### config.mk
export PLATFORM = sky130hd
export DESIGN_NAME = umc_modem_lines
export DESIGN_NICKNAME = d
export VERILOG_FILES = /design/src/hw/umc_pkg.sv /design/src/hw/umc_modem_lines.sv
export SDC_FILE = /design/constraint.sdc
export NUM_CORES = 1
export LEC_CHECK = 0
export BUFFER_PORTS_ARGS = -buffer_cell sky130_fd_sc_hd__buf_2
export CAP_MARGIN = 40
export CORE_ASPECT_RATIO = 1.2
export CORE_MARGIN = 2
export CORE_UTILIZATION = 45
export CTS_CLUSTER_SIZE = 12
export DETAILED_ROUTE_END_ITERATION = 12
export SLEW_MARGIN = 20
export SYNTH_ARGS = -nofsm -noshare
export SYNTH_HDL_FRONTEND = slang
export SYNTH_SLANG_ARGS = --single-unit
### constraint.sdc
create_clock -name clk_sys -period 3.2 [get_ports clk_sys]
set_input_delay 0.32 -clock clk_sys [delete_from_list [all_inputs] [get_ports clk_sys]]
set_output_delay 0.32 -clock clk_sys [all_outputs]
set_load 0.05 [all_outputs]
### src/hw/umc_pkg.sv
// Constants, register map and types for the modem control line block.
// Assumes one clk_sys domain and a plain single-cycle register port.
// Function
// RL1 - Port send-request output low when control bit 1 is one.
// RL2 - Hardware reset drives both send-request outputs high.
// RL3 - Loop mode holds send-request output high regardless of control.
// RL4 - Port 2 send-request pin level latched at reset release as base strap.
// RL5 - Port terminal-ready output low when control bit 0 is one.
// RL6 - Hardware reset drives both terminal-ready outputs high.
// RL7 - Loop mode holds terminal-ready output high regardless of control.
// RL8 - Status bit 4 is inverted clear-to-send; rising pin sets bit 0.
// RL9 - Clear-to-send never affects transmission; status and interrupt only.
// RL10 - Status bit 5 is inverted set-ready; rising pin sets bit 1.
// RL11 - Status bit 7 is inverted carrier-detect; rising pin sets bit 3.
// RL12 - Status bit 6 is inverted ring; rising pin sets bit 2.
// RL13 - Enable bit 3 set raises port interrupt on any status input change.
// RL14 - Status read clears change bits 0 to 3 and pending interrupt.
// RL15 - Status inputs synchronised first so one transition counts once.
package umc_pkg;
   localparam int          ADDR_W       = 5;
   localparam int          DATA_W       = 8;
   localparam int          NUM_PORTS    = 2;
   localparam int          NUM_LINES    = 4;
   // Register offsets; IER, MCR and MSR repeat one stride above for the second port
   localparam logic [4:0]  OFF_IER      = 5'h01;
   localparam logic [4:0]  OFF_MCR      = 5'h04;
   localparam logic [4:0]  OFF_MSR      = 5'h06;
   localparam logic [4:0]  PORT_STRIDE  = 5'h08;
   localparam logic [4:0]  OFF_INT_STAT = 5'h10;
   localparam logic [4:0]  OFF_INT_MASK = 5'h11;
   localparam logic [4:0]  OFF_STRAP    = 5'h12;
   // Field positions
   localparam int          MCR_DTR_BIT  = 0;
   localparam int          MCR_RTS_BIT  = 1;
   localparam int          MCR_LOOP_BIT = 4;
   localparam int          IER_MS_BIT   = 3;
   // Reset values
   localparam logic [4:0]  MCR_RST      = 5'h00;
   localparam logic [3:0]  IER_RST      = 4'h0;
   localparam logic [1:0]  INT_RST      = 2'h0;
   localparam logic [7:0]  SYNC_RST     = 8'hFF;

   typedef struct packed {
      logic [ADDR_W-1:0] addr;
      logic [DATA_W-1:0] wdata;
      logic              wr;
      logic              rd;
   } umc_bus_req_t;

   // Line order matches the change bits 3..0 of the status register
   typedef struct packed {
      logic dcd;
      logic ri;
      logic dsr;
      logic cts;
   } umc_modem_in_t;
endpackage : umc_pkg

### src/hw/umc_modem_lines.sv
// Modem handshake outputs, status inputs and base strap for two ports.
// Assumes asynchronous modem pins and a register master on clk_sys.
//
// Our own choices: the strobed register port and the register offsets.
`timescale 1ns/1ns
module umc_modem_lines (
   input  wire logic                  clk_sys,
   input  wire logic                  reset,
   input  wire umc_pkg::umc_bus_req_t regReq,
   output logic [7:0]                 regRdata,
   input  wire logic                  clear_to_send_port1_n,
   input  wire logic                  clear_to_send_port2_n,
   input  wire logic                  set_ready_port1_n,
   input  wire logic                  set_ready_port2_n,
   input  wire logic                  carrier_detect_port1_n,
   input  wire logic                  carrier_detect_port2_n,
   input  wire logic                  ring_detect_port1_n,
   input  wire logic                  ring_detect_port2_n,
   input  wire logic                  sendRequestPort2In,
   output logic                       send_request_port1_n,
   output logic                       send_request_port2_n,
   output logic                       sendRequestPort2OeN,
   output logic                       terminal_ready_port1_n,
   output logic                       terminal_ready_port2_n,
   output logic [1:0]                 portIrq,
   output logic                       irq,
   output logic                       config_base_strap
);
   localparam int NP = umc_pkg::NUM_PORTS;
   localparam int NL = umc_pkg::NUM_LINES;

   function automatic logic [4:0] portAddr(input int p,
                                           input logic [4:0] off);
      portAddr = off + (p[0] ? umc_pkg::PORT_STRIDE : 5'h00);
   endfunction : portAddr

   // Loop mode wins over the control bit
   function automatic logic ctrlLevel(input logic [4:0] modem_control_reg,
                                      input int b);
      ctrlLevel = ~(modem_control_reg[b] & ~modem_control_reg[umc_pkg::MCR_LOOP_BIT]);
   endfunction : ctrlLevel

   umc_pkg::umc_modem_in_t  port1In;
   umc_pkg::umc_modem_in_t  port2In;
   logic [7:0]              syncA_r;
   logic [7:0]              syncB_r;
   logic [7:0]              syncC_r;
   logic [7:0]              stable_r;
   logic [7:0]              settled;
   logic [7:0]              rise;
   logic [7:0]              chg;
   logic [4:0]              mcr_r    [NP];
   logic [4:0]              mcrNxt   [NP];
   logic [3:0]              ier_r    [NP];
   logic [3:0]              delta_r  [NP];
   logic [NP-1:0]           pend_r;
   logic [NP-1:0]           pendNxt;
   logic [NP-1:0]           msRead;
   logic [NP-1:0]           intStat_r;
   logic [NP-1:0]           intStatNxt;
   logic [NP-1:0]           intMask_r;
   logic [7:0]              rdNxt;
   logic                    resetD_r;
   logic                    strapA_r;
   logic                    strapB_r;
   logic                    strapC_r;

   assign port1In = '{dcd: carrier_detect_port1_n, ri: ring_detect_port1_n,
                      dsr: set_ready_port1_n, cts: clear_to_send_port1_n};
   assign port2In = '{dcd: carrier_detect_port2_n, ri: ring_detect_port2_n,
                      dsr: set_ready_port2_n, cts: clear_to_send_port2_n};

   // Three-stage synchroniser; first stage feeds only the second
   always_ff @(posedge clk_sys) begin
      if (reset) begin
         syncA_r  <= umc_pkg::SYNC_RST;
         syncB_r  <= umc_pkg::SYNC_RST;
         syncC_r  <= umc_pkg::SYNC_RST;
         stable_r <= umc_pkg::SYNC_RST;
      end else begin
         syncA_r  <= {port2In, port1In}; // RL15
         syncB_r  <= syncA_r;
         syncC_r  <= syncB_r;
         for (int i = 0; i < 8; i++) begin
            if (settled[i]) begin
               stable_r[i] <= syncC_r[i]; // RL15
            end
         end
      end
   end

   always_comb begin
      settled = ~(syncB_r ^ syncC_r);
      rise    = settled & syncC_r & ~stable_r;
      chg     = settled & (syncC_r ^ stable_r);
   end

   always_comb begin
      for (int p = 0; p < NP; p++) begin
         mcrNxt[p] = mcr_r[p];
         if (regReq.wr && regReq.addr == portAddr(p, umc_pkg::OFF_MCR)) begin
            mcrNxt[p] = regReq.wdata[4:0];
         end
         msRead[p]  = regReq.rd
                      && regReq.addr == portAddr(p, umc_pkg::OFF_MSR);
         pendNxt[p] = (msRead[p] ? 1'b0 : pend_r[p]) | (|chg[p*NL +: NL]);
      end
   end

   // Control and enable registers
   always_ff @(posedge clk_sys) begin
      if (reset) begin
         for (int p = 0; p < NP; p++) begin
            mcr_r[p] <= umc_pkg::MCR_RST;
            ier_r[p] <= umc_pkg::IER_RST;
         end
      end else begin
         for (int p = 0; p < NP; p++) begin
            mcr_r[p] <= mcrNxt[p];
            if (regReq.wr
                && regReq.addr == portAddr(p, umc_pkg::OFF_IER)) begin
               ier_r[p] <= regReq.wdata[3:0];
            end
         end
      end
   end

   // Outputs follow the control value of the same edge
   always_ff @(posedge clk_sys) begin
      if (reset) begin
         send_request_port1_n   <= 1'b1; // RL2
         send_request_port2_n   <= 1'b1; // RL2
         terminal_ready_port1_n <= 1'b1; // RL6
         terminal_ready_port2_n <= 1'b1; // RL6
      end else begin
         send_request_port1_n   <= ctrlLevel(mcrNxt[0],
                                             umc_pkg::MCR_RTS_BIT); // RL1 RL3
         send_request_port2_n   <= ctrlLevel(mcrNxt[1],
                                             umc_pkg::MCR_RTS_BIT); // RL1 RL3
         terminal_ready_port1_n <= ctrlLevel(mcrNxt[0],
                                             umc_pkg::MCR_DTR_BIT); // RL5 RL7
         terminal_ready_port2_n <= ctrlLevel(mcrNxt[1],
                                             umc_pkg::MCR_DTR_BIT); // RL5 RL7
      end
   end

   // Change flags: a rise in the read cycle survives the clear
   always_ff @(posedge clk_sys) begin
      if (reset) begin
         for (int p = 0; p < NP; p++) begin
            delta_r[p] <= 4'h0;
         end
         pend_r  <= '0;
         portIrq <= '0;
      end else begin
         for (int p = 0; p < NP; p++) begin
            delta_r[p] <= (msRead[p] ? 4'h0 : delta_r[p])
                          | rise[p*NL +: NL]; // RL8 RL10 RL11 RL12 RL14
            portIrq[p] <= pendNxt[p] & ier_r[p][umc_pkg::IER_MS_BIT]; // RL13
         end
         pend_r <= pendNxt; // RL14
      end
   end

   // Sticky event bits, write one to clear, set wins
   always_comb begin
      intStatNxt = intStat_r;
      if (regReq.wr && regReq.addr == umc_pkg::OFF_INT_STAT) begin
         intStatNxt = intStat_r & ~regReq.wdata[NP-1:0];
      end
      for (int p = 0; p < NP; p++) begin
         intStatNxt[p] = intStatNxt[p] | (|chg[p*NL +: NL]);
      end
   end

   always_ff @(posedge clk_sys) begin
      if (reset) begin
         intStat_r <= umc_pkg::INT_RST;
         intMask_r <= umc_pkg::INT_RST;
         irq       <= 1'b0;
      end else begin
         intStat_r <= intStatNxt;
         if (regReq.wr && regReq.addr == umc_pkg::OFF_INT_MASK) begin
            intMask_r <= regReq.wdata[NP-1:0];
         end
         irq <= |(intStatNxt & intMask_r);
      end
   end

   // Read mux; status shows the inverted pins above the change flags
   always_comb begin
      rdNxt = 8'h00;
      for (int p = 0; p < NP; p++) begin
         if (regReq.addr == portAddr(p, umc_pkg::OFF_IER)) begin
            rdNxt = {4'h0, ier_r[p]};
         end
         if (regReq.addr == portAddr(p, umc_pkg::OFF_MCR)) begin
            rdNxt = {3'h0, mcr_r[p]};
         end
         if (regReq.addr == portAddr(p, umc_pkg::OFF_MSR)) begin
            rdNxt = {~stable_r[p*NL +: NL], delta_r[p]}; // RL8 RL10 RL11 RL12
         end
      end
      if (regReq.addr == umc_pkg::OFF_INT_STAT) begin
         rdNxt = {6'h00, intStat_r};
      end
      if (regReq.addr == umc_pkg::OFF_INT_MASK) begin
         rdNxt = {6'h00, intMask_r};
      end
      if (regReq.addr == umc_pkg::OFF_STRAP) begin
         rdNxt = {7'h00, config_base_strap};
      end
   end

   always_ff @(posedge clk_sys) begin
      if (reset) begin
         regRdata <= 8'h00;
      end else begin
         regRdata <= regReq.rd ? rdNxt : 8'h00;
      end
   end

   // Strap sampler is left unreset so it fills while reset is held
   always_ff @(posedge clk_sys) begin
      strapA_r <= sendRequestPort2In;
      strapB_r <= strapA_r;
      strapC_r <= strapB_r;
   end

   // Pin is released during reset so the board level can be seen
   always_ff @(posedge clk_sys) begin
      if (reset) begin
         resetD_r            <= 1'b1;
         sendRequestPort2OeN <= 1'b1;
         config_base_strap   <= 1'b0;
      end else begin
         resetD_r <= 1'b0;
         if (resetD_r) begin
            config_base_strap   <= strapC_r; // RL4
            sendRequestPort2OeN <= 1'b0;
         end
      end
   end

   // Clear-to-send feeds only status and interrupt logic

   a_rts_on_write: assert property (@(posedge clk_sys) // RL1
      disable iff (reset)
      regReq.wr && regReq.addr == umc_pkg::OFF_MCR && regReq.wdata[1]
      && !regReq.wdata[4] |=> !send_request_port1_n)
      else $error("send request not asserted after control write");
   a_rts2_on_write: assert property (@(posedge clk_sys) // RL1
      disable iff (reset)
      regReq.wr && regReq.addr == portAddr(1, umc_pkg::OFF_MCR)
      && regReq.wdata[1] && !regReq.wdata[4] |=> !send_request_port2_n)
      else $error("port 2 send request not asserted after control write");
   a_outs_in_reset: assert property (@(posedge clk_sys) // RL2 RL6
      reset |=> send_request_port1_n && send_request_port2_n
      && terminal_ready_port1_n && terminal_ready_port2_n)
      else $error("handshake outputs not inactive after reset");
   a_loop_rts_high: assert property (@(posedge clk_sys) // RL3
      disable iff (reset)
      mcr_r[1][umc_pkg::MCR_LOOP_BIT] |-> send_request_port2_n)
      else $error("send request active in loop mode");
   a_strap_latch: assert property (@(posedge clk_sys) // RL4
      disable iff (reset)
      $fell(reset) |=> config_base_strap == $past(strapC_r)
      && !sendRequestPort2OeN)
      else $error("strap not latched at reset release");
   a_strap_release: assert property (@(posedge clk_sys) // RL4
      reset |=> sendRequestPort2OeN)
      else $error("send request pin driven during reset");
   a_dtr_on_write: assert property (@(posedge clk_sys) // RL5
      disable iff (reset)
      regReq.wr && regReq.addr == portAddr(1, umc_pkg::OFF_MCR)
      && regReq.wdata[0] && !regReq.wdata[4] |=> !terminal_ready_port2_n)
      else $error("terminal ready not asserted after control write");
   a_loop_dtr_high: assert property (@(posedge clk_sys) // RL7
      disable iff (reset)
      mcr_r[0][umc_pkg::MCR_LOOP_BIT] |-> terminal_ready_port1_n)
      else $error("terminal ready active in loop mode");
   a_cts_no_gate: assert property (@(posedge clk_sys) // RL9
      disable iff (reset)
      $changed(stable_r[0]) && !regReq.wr
      |=> $stable(send_request_port1_n) && $stable(terminal_ready_port1_n))
      else $error("clear-to-send change moved a handshake output");
   a_cts_delta_set: assert property (@(posedge clk_sys) // RL8
      disable iff (reset)
      rise[0] |=> delta_r[0][0] ##0 !rise[0])
      else $error("clear-to-send change flag missed");
   a_dsr_delta_set: assert property (@(posedge clk_sys) // RL10
      disable iff (reset)
      rise[5] |=> delta_r[1][1])
      else $error("set-ready change flag missed");
   a_dcd_delta_set: assert property (@(posedge clk_sys) // RL11
      disable iff (reset)
      rise[3] |=> delta_r[0][3])
      else $error("carrier change flag missed");
   a_ri_delta_set: assert property (@(posedge clk_sys) // RL12
      disable iff (reset)
      rise[6] |=> delta_r[1][2])
      else $error("ring change flag missed");
   a_port_irq_raise: assert property (@(posedge clk_sys) // RL13
      disable iff (reset)
      (|chg[3:0]) && ier_r[0][umc_pkg::IER_MS_BIT] |=> portIrq[0])
      else $error("port interrupt not raised on line change");
   a_read_clears: assert property (@(posedge clk_sys) // RL14
      disable iff (reset)
      msRead[0] && !(|chg[3:0]) |=> delta_r[0] == 4'h0 && !portIrq[0])
      else $error("status read did not clear flags");
   a_sync_delay: assert property (@(posedge clk_sys) // RL15
      disable iff (reset)
      $changed(syncB_r[1]) |-> !chg[1])
      else $error("change counted before stages agree");
   a_chg_once: assert property (@(posedge clk_sys) // RL15
      disable iff (reset)
      chg[1] |=> !chg[1])
      else $error("one line change counted twice");
endmodule : umc_modem_lines

Yosys cells after proc, flatten, opt, wreduce, memory -nomap -nowiden --
Memories as Yosys holds them, arrays and structs flattened. Index checks and enable logic that the tools add are counted.
Cells by class: eq/ne operators 9, mux-type cells 31, bitwise logic cells 37, reductions and logical operators 14
Operators by type and width (count):
- 2-to-1 mux 8 bit | 5
- 2-to-1 mux 4 bit | 7
- bitwise AND 8 bit | 3
- 2-to-1 mux 5 bit | 4
- NOT 8 bit | 2
- bitwise XOR 8 bit | 2
- equality test 5 x 4 -> 1 bit (second input constant) | 3
- equality test 5 bit (second input constant) | 3
- 2-to-1 mux 1 bit | 12
- equality test 5 x 3 -> 1 bit (second input constant) | 2
- OR 1 bit | 10
- logical AND 1 bit | 8
- NOT 4 bit | 2
- OR 4 bit | 2
- OR reduction 4 bit | 2
- NOT 1 bit | 7
- bitwise AND 1 bit | 6
- 2-to-1 mux 2 bit | 3
- equality test 5 x 1 -> 1 bit (second input constant) | 1
- OR reduction 5 bit | 1
- bitwise AND 2 bit | 2
- OR reduction 2 bit | 2
- OR reduction 3 bit | 1
- NOT 2 bit | 1
Storage, ports and cells: register bits 59, memory bits (writable) 26, bits of input ports 26, memories 3
Memories:
- mcr_r | words 2, width 5, read ports 2, clocked after Yosys merged registers in 0, wr ports 2, RTL line umc_modem_lines.sv:52 | logic [4:0] mcr_r [NP];
- delta_r | words 2, width 4, read ports 2, clocked after Yosys merged registers in 0, wr ports 2, RTL line umc_modem_lines.sv:55 | logic [3:0] delta_r [NP];
- ier_r | words 2, width 4, read ports 2, clocked after Yosys merged registers in 0, wr ports 2, RTL line umc_modem_lines.sv:54 | logic [3:0] ier_r [NP];

Depth between registers and ports, before layout --
depth after elaboration 10, mapped depth 6, gate-level depth less buffers 4

Least setup slack after synthesis --
Ideal clock, no wire load.
path kind input-to-reg, from in regReq[12] (netlist name), to mem ier_r[0][0], enable pin, setup time 373 ps, data arrival time 1391 ps, data required time 2827 ps, slack 1436 ps, cell stages on the path 3, buffers on the path 1, cells stage by stage buf_2 > or4b_4 > o31ai_1
RTL lines:
- start, declared | RTL line umc_modem_lines.sv:9 | input wire umc_pkg::umc_bus_req_t regReq,
- end, declared | RTL line umc_modem_lines.sv:54

Final worst setup path --
from in regReq[11] (netlist name), to reg regRdata[2]
On the way: word-level cells in the longest chain between the ends 7, elaborated cells between the ends (all ways) 16, classes of those cells eq/ne (9); mux (6); reduce/logical (1)
Ends and longest elaborated chain:
- equality test 5 x 1 -> 1 bit | RTL line umc_modem_lines.sv:194 | if (regReq.addr == portAddr(p, umc_pkg::OFF_IER)) begin
- 2-to-1 mux 4 bit | RTL line umc_modem_lines.sv:194
- 2-to-1 mux 8 bit | RTL line umc_modem_lines.sv:197 | if (regReq.addr == portAddr(p, umc_pkg::OFF_MCR)) begin
- 2-to-1 mux 8 bit | RTL line umc_modem_lines.sv:200 | if (regReq.addr == portAddr(p, umc_pkg::OFF_MSR)) begin
- 2-to-1 mux 8 bit | RTL line umc_modem_lines.sv:194
- 2-to-1 mux 8 bit | RTL line umc_modem_lines.sv:197
- 2-to-1 mux 8 bit | RTL line umc_modem_lines.sv:200
- end signal, assigned | RTL line umc_modem_lines.sv:219 | regRdata <= regReq.rd ? rdNxt : 8'h00;
- end, declared | RTL line umc_modem_lines.sv:10 | output logic [7:0] regRdata,
Parallel ways exist; a longest one is shown, timed or not. A chain may end at the register's enable or synchronous reset.

==> flow_summary.json <==
{
  "multi_input_area_sq_um": 1498,
  "seq_power_share_pct": 54.5,
  "slew_viol_final": 0,
  "antenna_found_initial": 0,
  "drt-initial-drc-count": 153,
  "final_layout_size_suffix_gt1_share_pct": 22.13,
  "nets": 404,
  "syn2layout_area_growth_pct": 13.33,
  "die_y_microns": 99.06,
  "post-route-min-period_ns": 1.742,
  "peakVddDrop_mv": 0.2974,
  "place_area_sq_um": 3636,
  "grt_pass1_wl_microns": 10980,
  "ys_seq_elements": 85,
  "slew_headroom_pct": 58.92,
  "track_usage_pct": 16.90,
  "cts_tree": "yes",
  "path_class": "primary input to flip-flop",
  "hold_ws_ns": 0.05318,
  "synth_warnings": 0,
  "yosysTopAreaCell": "dfxtp_1",
  "clock_latency_ns": 0.36,
  "worst_setup_path_start_kind": "primary input",
  "rows": 34,
  "wl_microns": 6746,
  "cts_buffers": 9,
  "finalSetupTns_ns": 0,
  "arrival_ns": 1.98,
  "hold_viol_final": 0,
  "fin_crit_sh_pct": 54.45,
  "hold_path_class": "primary input to flip-flop",
  "cp_max_fo": 26,
  "synth_edf_count": 8,
  "cp-end-kind": "flip-flop",
  "syn_area_sq_um": 3388,
  "cts_buffer_depth": 2,
  "cts_resized": 0,
  "fillers": 678,
  "syn-num-nets": 368,
  "cts.sinks": 85,
  "coreArea_sq_um": 7274,
  "first_pass_iters": 4,
  "synth_seq_area_share_pct": 52.58,
  "cts-root-buf": "clkbuf_8",
  "p_leak_uw": 0.001592,
  "pwr-share-clk_pct": 37.4,
  "yosysTopAreaCellShare_pct": 45.49,
  "grt_max_degree": 55,
  "hpwl_microns": 4789,
  "p_int_uw": 1546,
  "clock_skew_ns": 0.01090,
  "antenna_left": 0,
  "postCtsHoldBufs": 0,
  "ios": 43,
  "htreeDepth": 3,
  "p_sw_share_pct": 25.11,
  "routedWlPerCell_microns": 14.51,
  "p_sw_uw": 518.5,
  "chipWidth_microns": 83.21,
  "cp.required_ns": 3.44,
  "fmax_mhz": 573.9,
  "initial_utilization_pct": 46.58,
  "vias": 2424,
  "dieArea_sq_um": 8242,
  "async_reset_ff_share_pct": 0,
  "cap_violations": 0,
  "outcome": "finished, final reports clean",
  "final_common_cell": "dfxtp_1",
  "antenna_cells": 0,
  "avgSynthCellArea_sq_um": 10.14,
  "reg2reg_slack_ns": 1.80,
  "fin_area_sq_um": 3840,
  "port_buffers": 39,
  "path_clk_slew_ns": 0.09,
  "drc": 0,
  "overflow": 0,
  "worstMarginPinSlew_ns": 0.6110,
  "grt_pass1_vias": 2266,
  "combPwrFrac_pct": 8.0,
  "viasPerCell": 5.213,
  "rsz0062_at_grt": "false",
  "synthFlopType": "dfxtp_1",
  "gp_congestion": 0.9053,
  "syn_inst": 334,
  "synthTopCellsByArea": "dfxtp_1, mux2i_1, edfxtp_1",
  "setup_violations": 0,
  "cts_setup_buffers": 0,
  "p_per_area_nw_per_um2": 537.7,
  "mostFrequentLayoutCells": "dfxtp_1, buf_2, nor2_1",
  "synth.distinct_cells": 44,
  "regArea_sq_um": 1782
}
## routing by layer
layer	track usage, %	share of wire (%)	wire, microns
met5	0	0	0
met3	3.434	4.3	293
met4	7.818	2.5	170
met1	20.64	45	3008
met2	28.66	49	3273
## kinds of logic (layout without fill, tap and decap cells)
| family | Yosys count | count (layout) | share of synthesized area, % |
|---|---|---|---|
| adder cells (fa/ha/maj) | 8 | 8 | 2.954 |
| buffers and inverters | 26 | 67 | 3.213 |
| AO/OA/AOI/OAI | 57 | 57 | 10.97 |
| multiplexers | 25 | 25 | 7.422 |
| AND/OR/NAND/NOR | 125 | 125 | 20.79 |
| flip-flops | 85 | 85 | 52.58 |
| XOR/XNOR | 8 | 8 | 2.068 |
## layout make-up
cell class | count | share of cell area [%]
flip-flops and latches | 85 | 46.40
clock inverters | 7 | 2.085
inverters | 11 | 1.075
multi-input cells | 223 | 39.00
clock buffers | 9 | 3.226
well taps | 90 | 2.933
repair buffers | 40 | 5.279
## registers in the layout, indices dropped and copies added (netlist names), 2 cells and up
register and cells:
mcr_r 10, delta_r 8, ier_r 8, regRdata 8, stable_r 8, syncA_r 8, syncB_r 8, syncC_r 8
intMask_r 2, intStat_r 2, pend_r 2, portIrq 2
## path summary, 6_finish.rpt
check,start,to,depth (start not counted)
min,sendRequestPort2In,strapA_r$_DFF_P_,1
max,regReq[11],regRdata[2]$_SDFF_PP0_,5
max reg2reg,syncC_r[0]$_SDFF_PP1_,irq$_SDFF_PP0_,4
min reg2reg,strapB_r$_DFF_P_,strapC_r$_DFF_P_,0
## cells in the mapped netlist, drive strengths merged, types with 4 or more instances
library cell and instances:
a21oi 14, inv 11, nand2b 4, o22ai 11, or2 25, a211oi 4, nor2b 8, o21ai 9
mux2i 24, nand2 16, nor3b 4, and3b 6, buf 4, nor2 38, clkbuf 11, xnor2 8
dfxtp 77, and2 8, nand3 4, ha 8, o32ai 4, edfxtp 8
## per-stage QoR
stage                     setup WS (ns)  instances  total power (uW)  utilization (%)
final                             1.458        465              2065            52.79
after global routing              1.280        465              2152            52.79
after CTS                         1.460        465              2095            52.79
after detailed placement          1.089        449              1318            49.98
after global placement            1.125        449              1316            49.98
after floorplan                   1.436        334              1267                -
## worst max-delay path: stages
cell and delay [ns]:
buf_2 0.26, or4b_4 0.61, o32ai_1 0.29, o211ai_1 0.14, a221oi_1 0.36
## power by group through the flow
stage | Clock, uW | Combinational (uW) | Sequential, uW
3_5_place_dp | 0 | 167 | 1150
3_3_place_gp | 0 | 165 | 1150
6_report | 773 | 166 | 1130
2_1_floorplan | 0 | 103 | 1160
5_1_grt | 838 | 184 | 1130
4_1_cts | 801 | 168 | 1130
(Power assumes the default switching activity.)
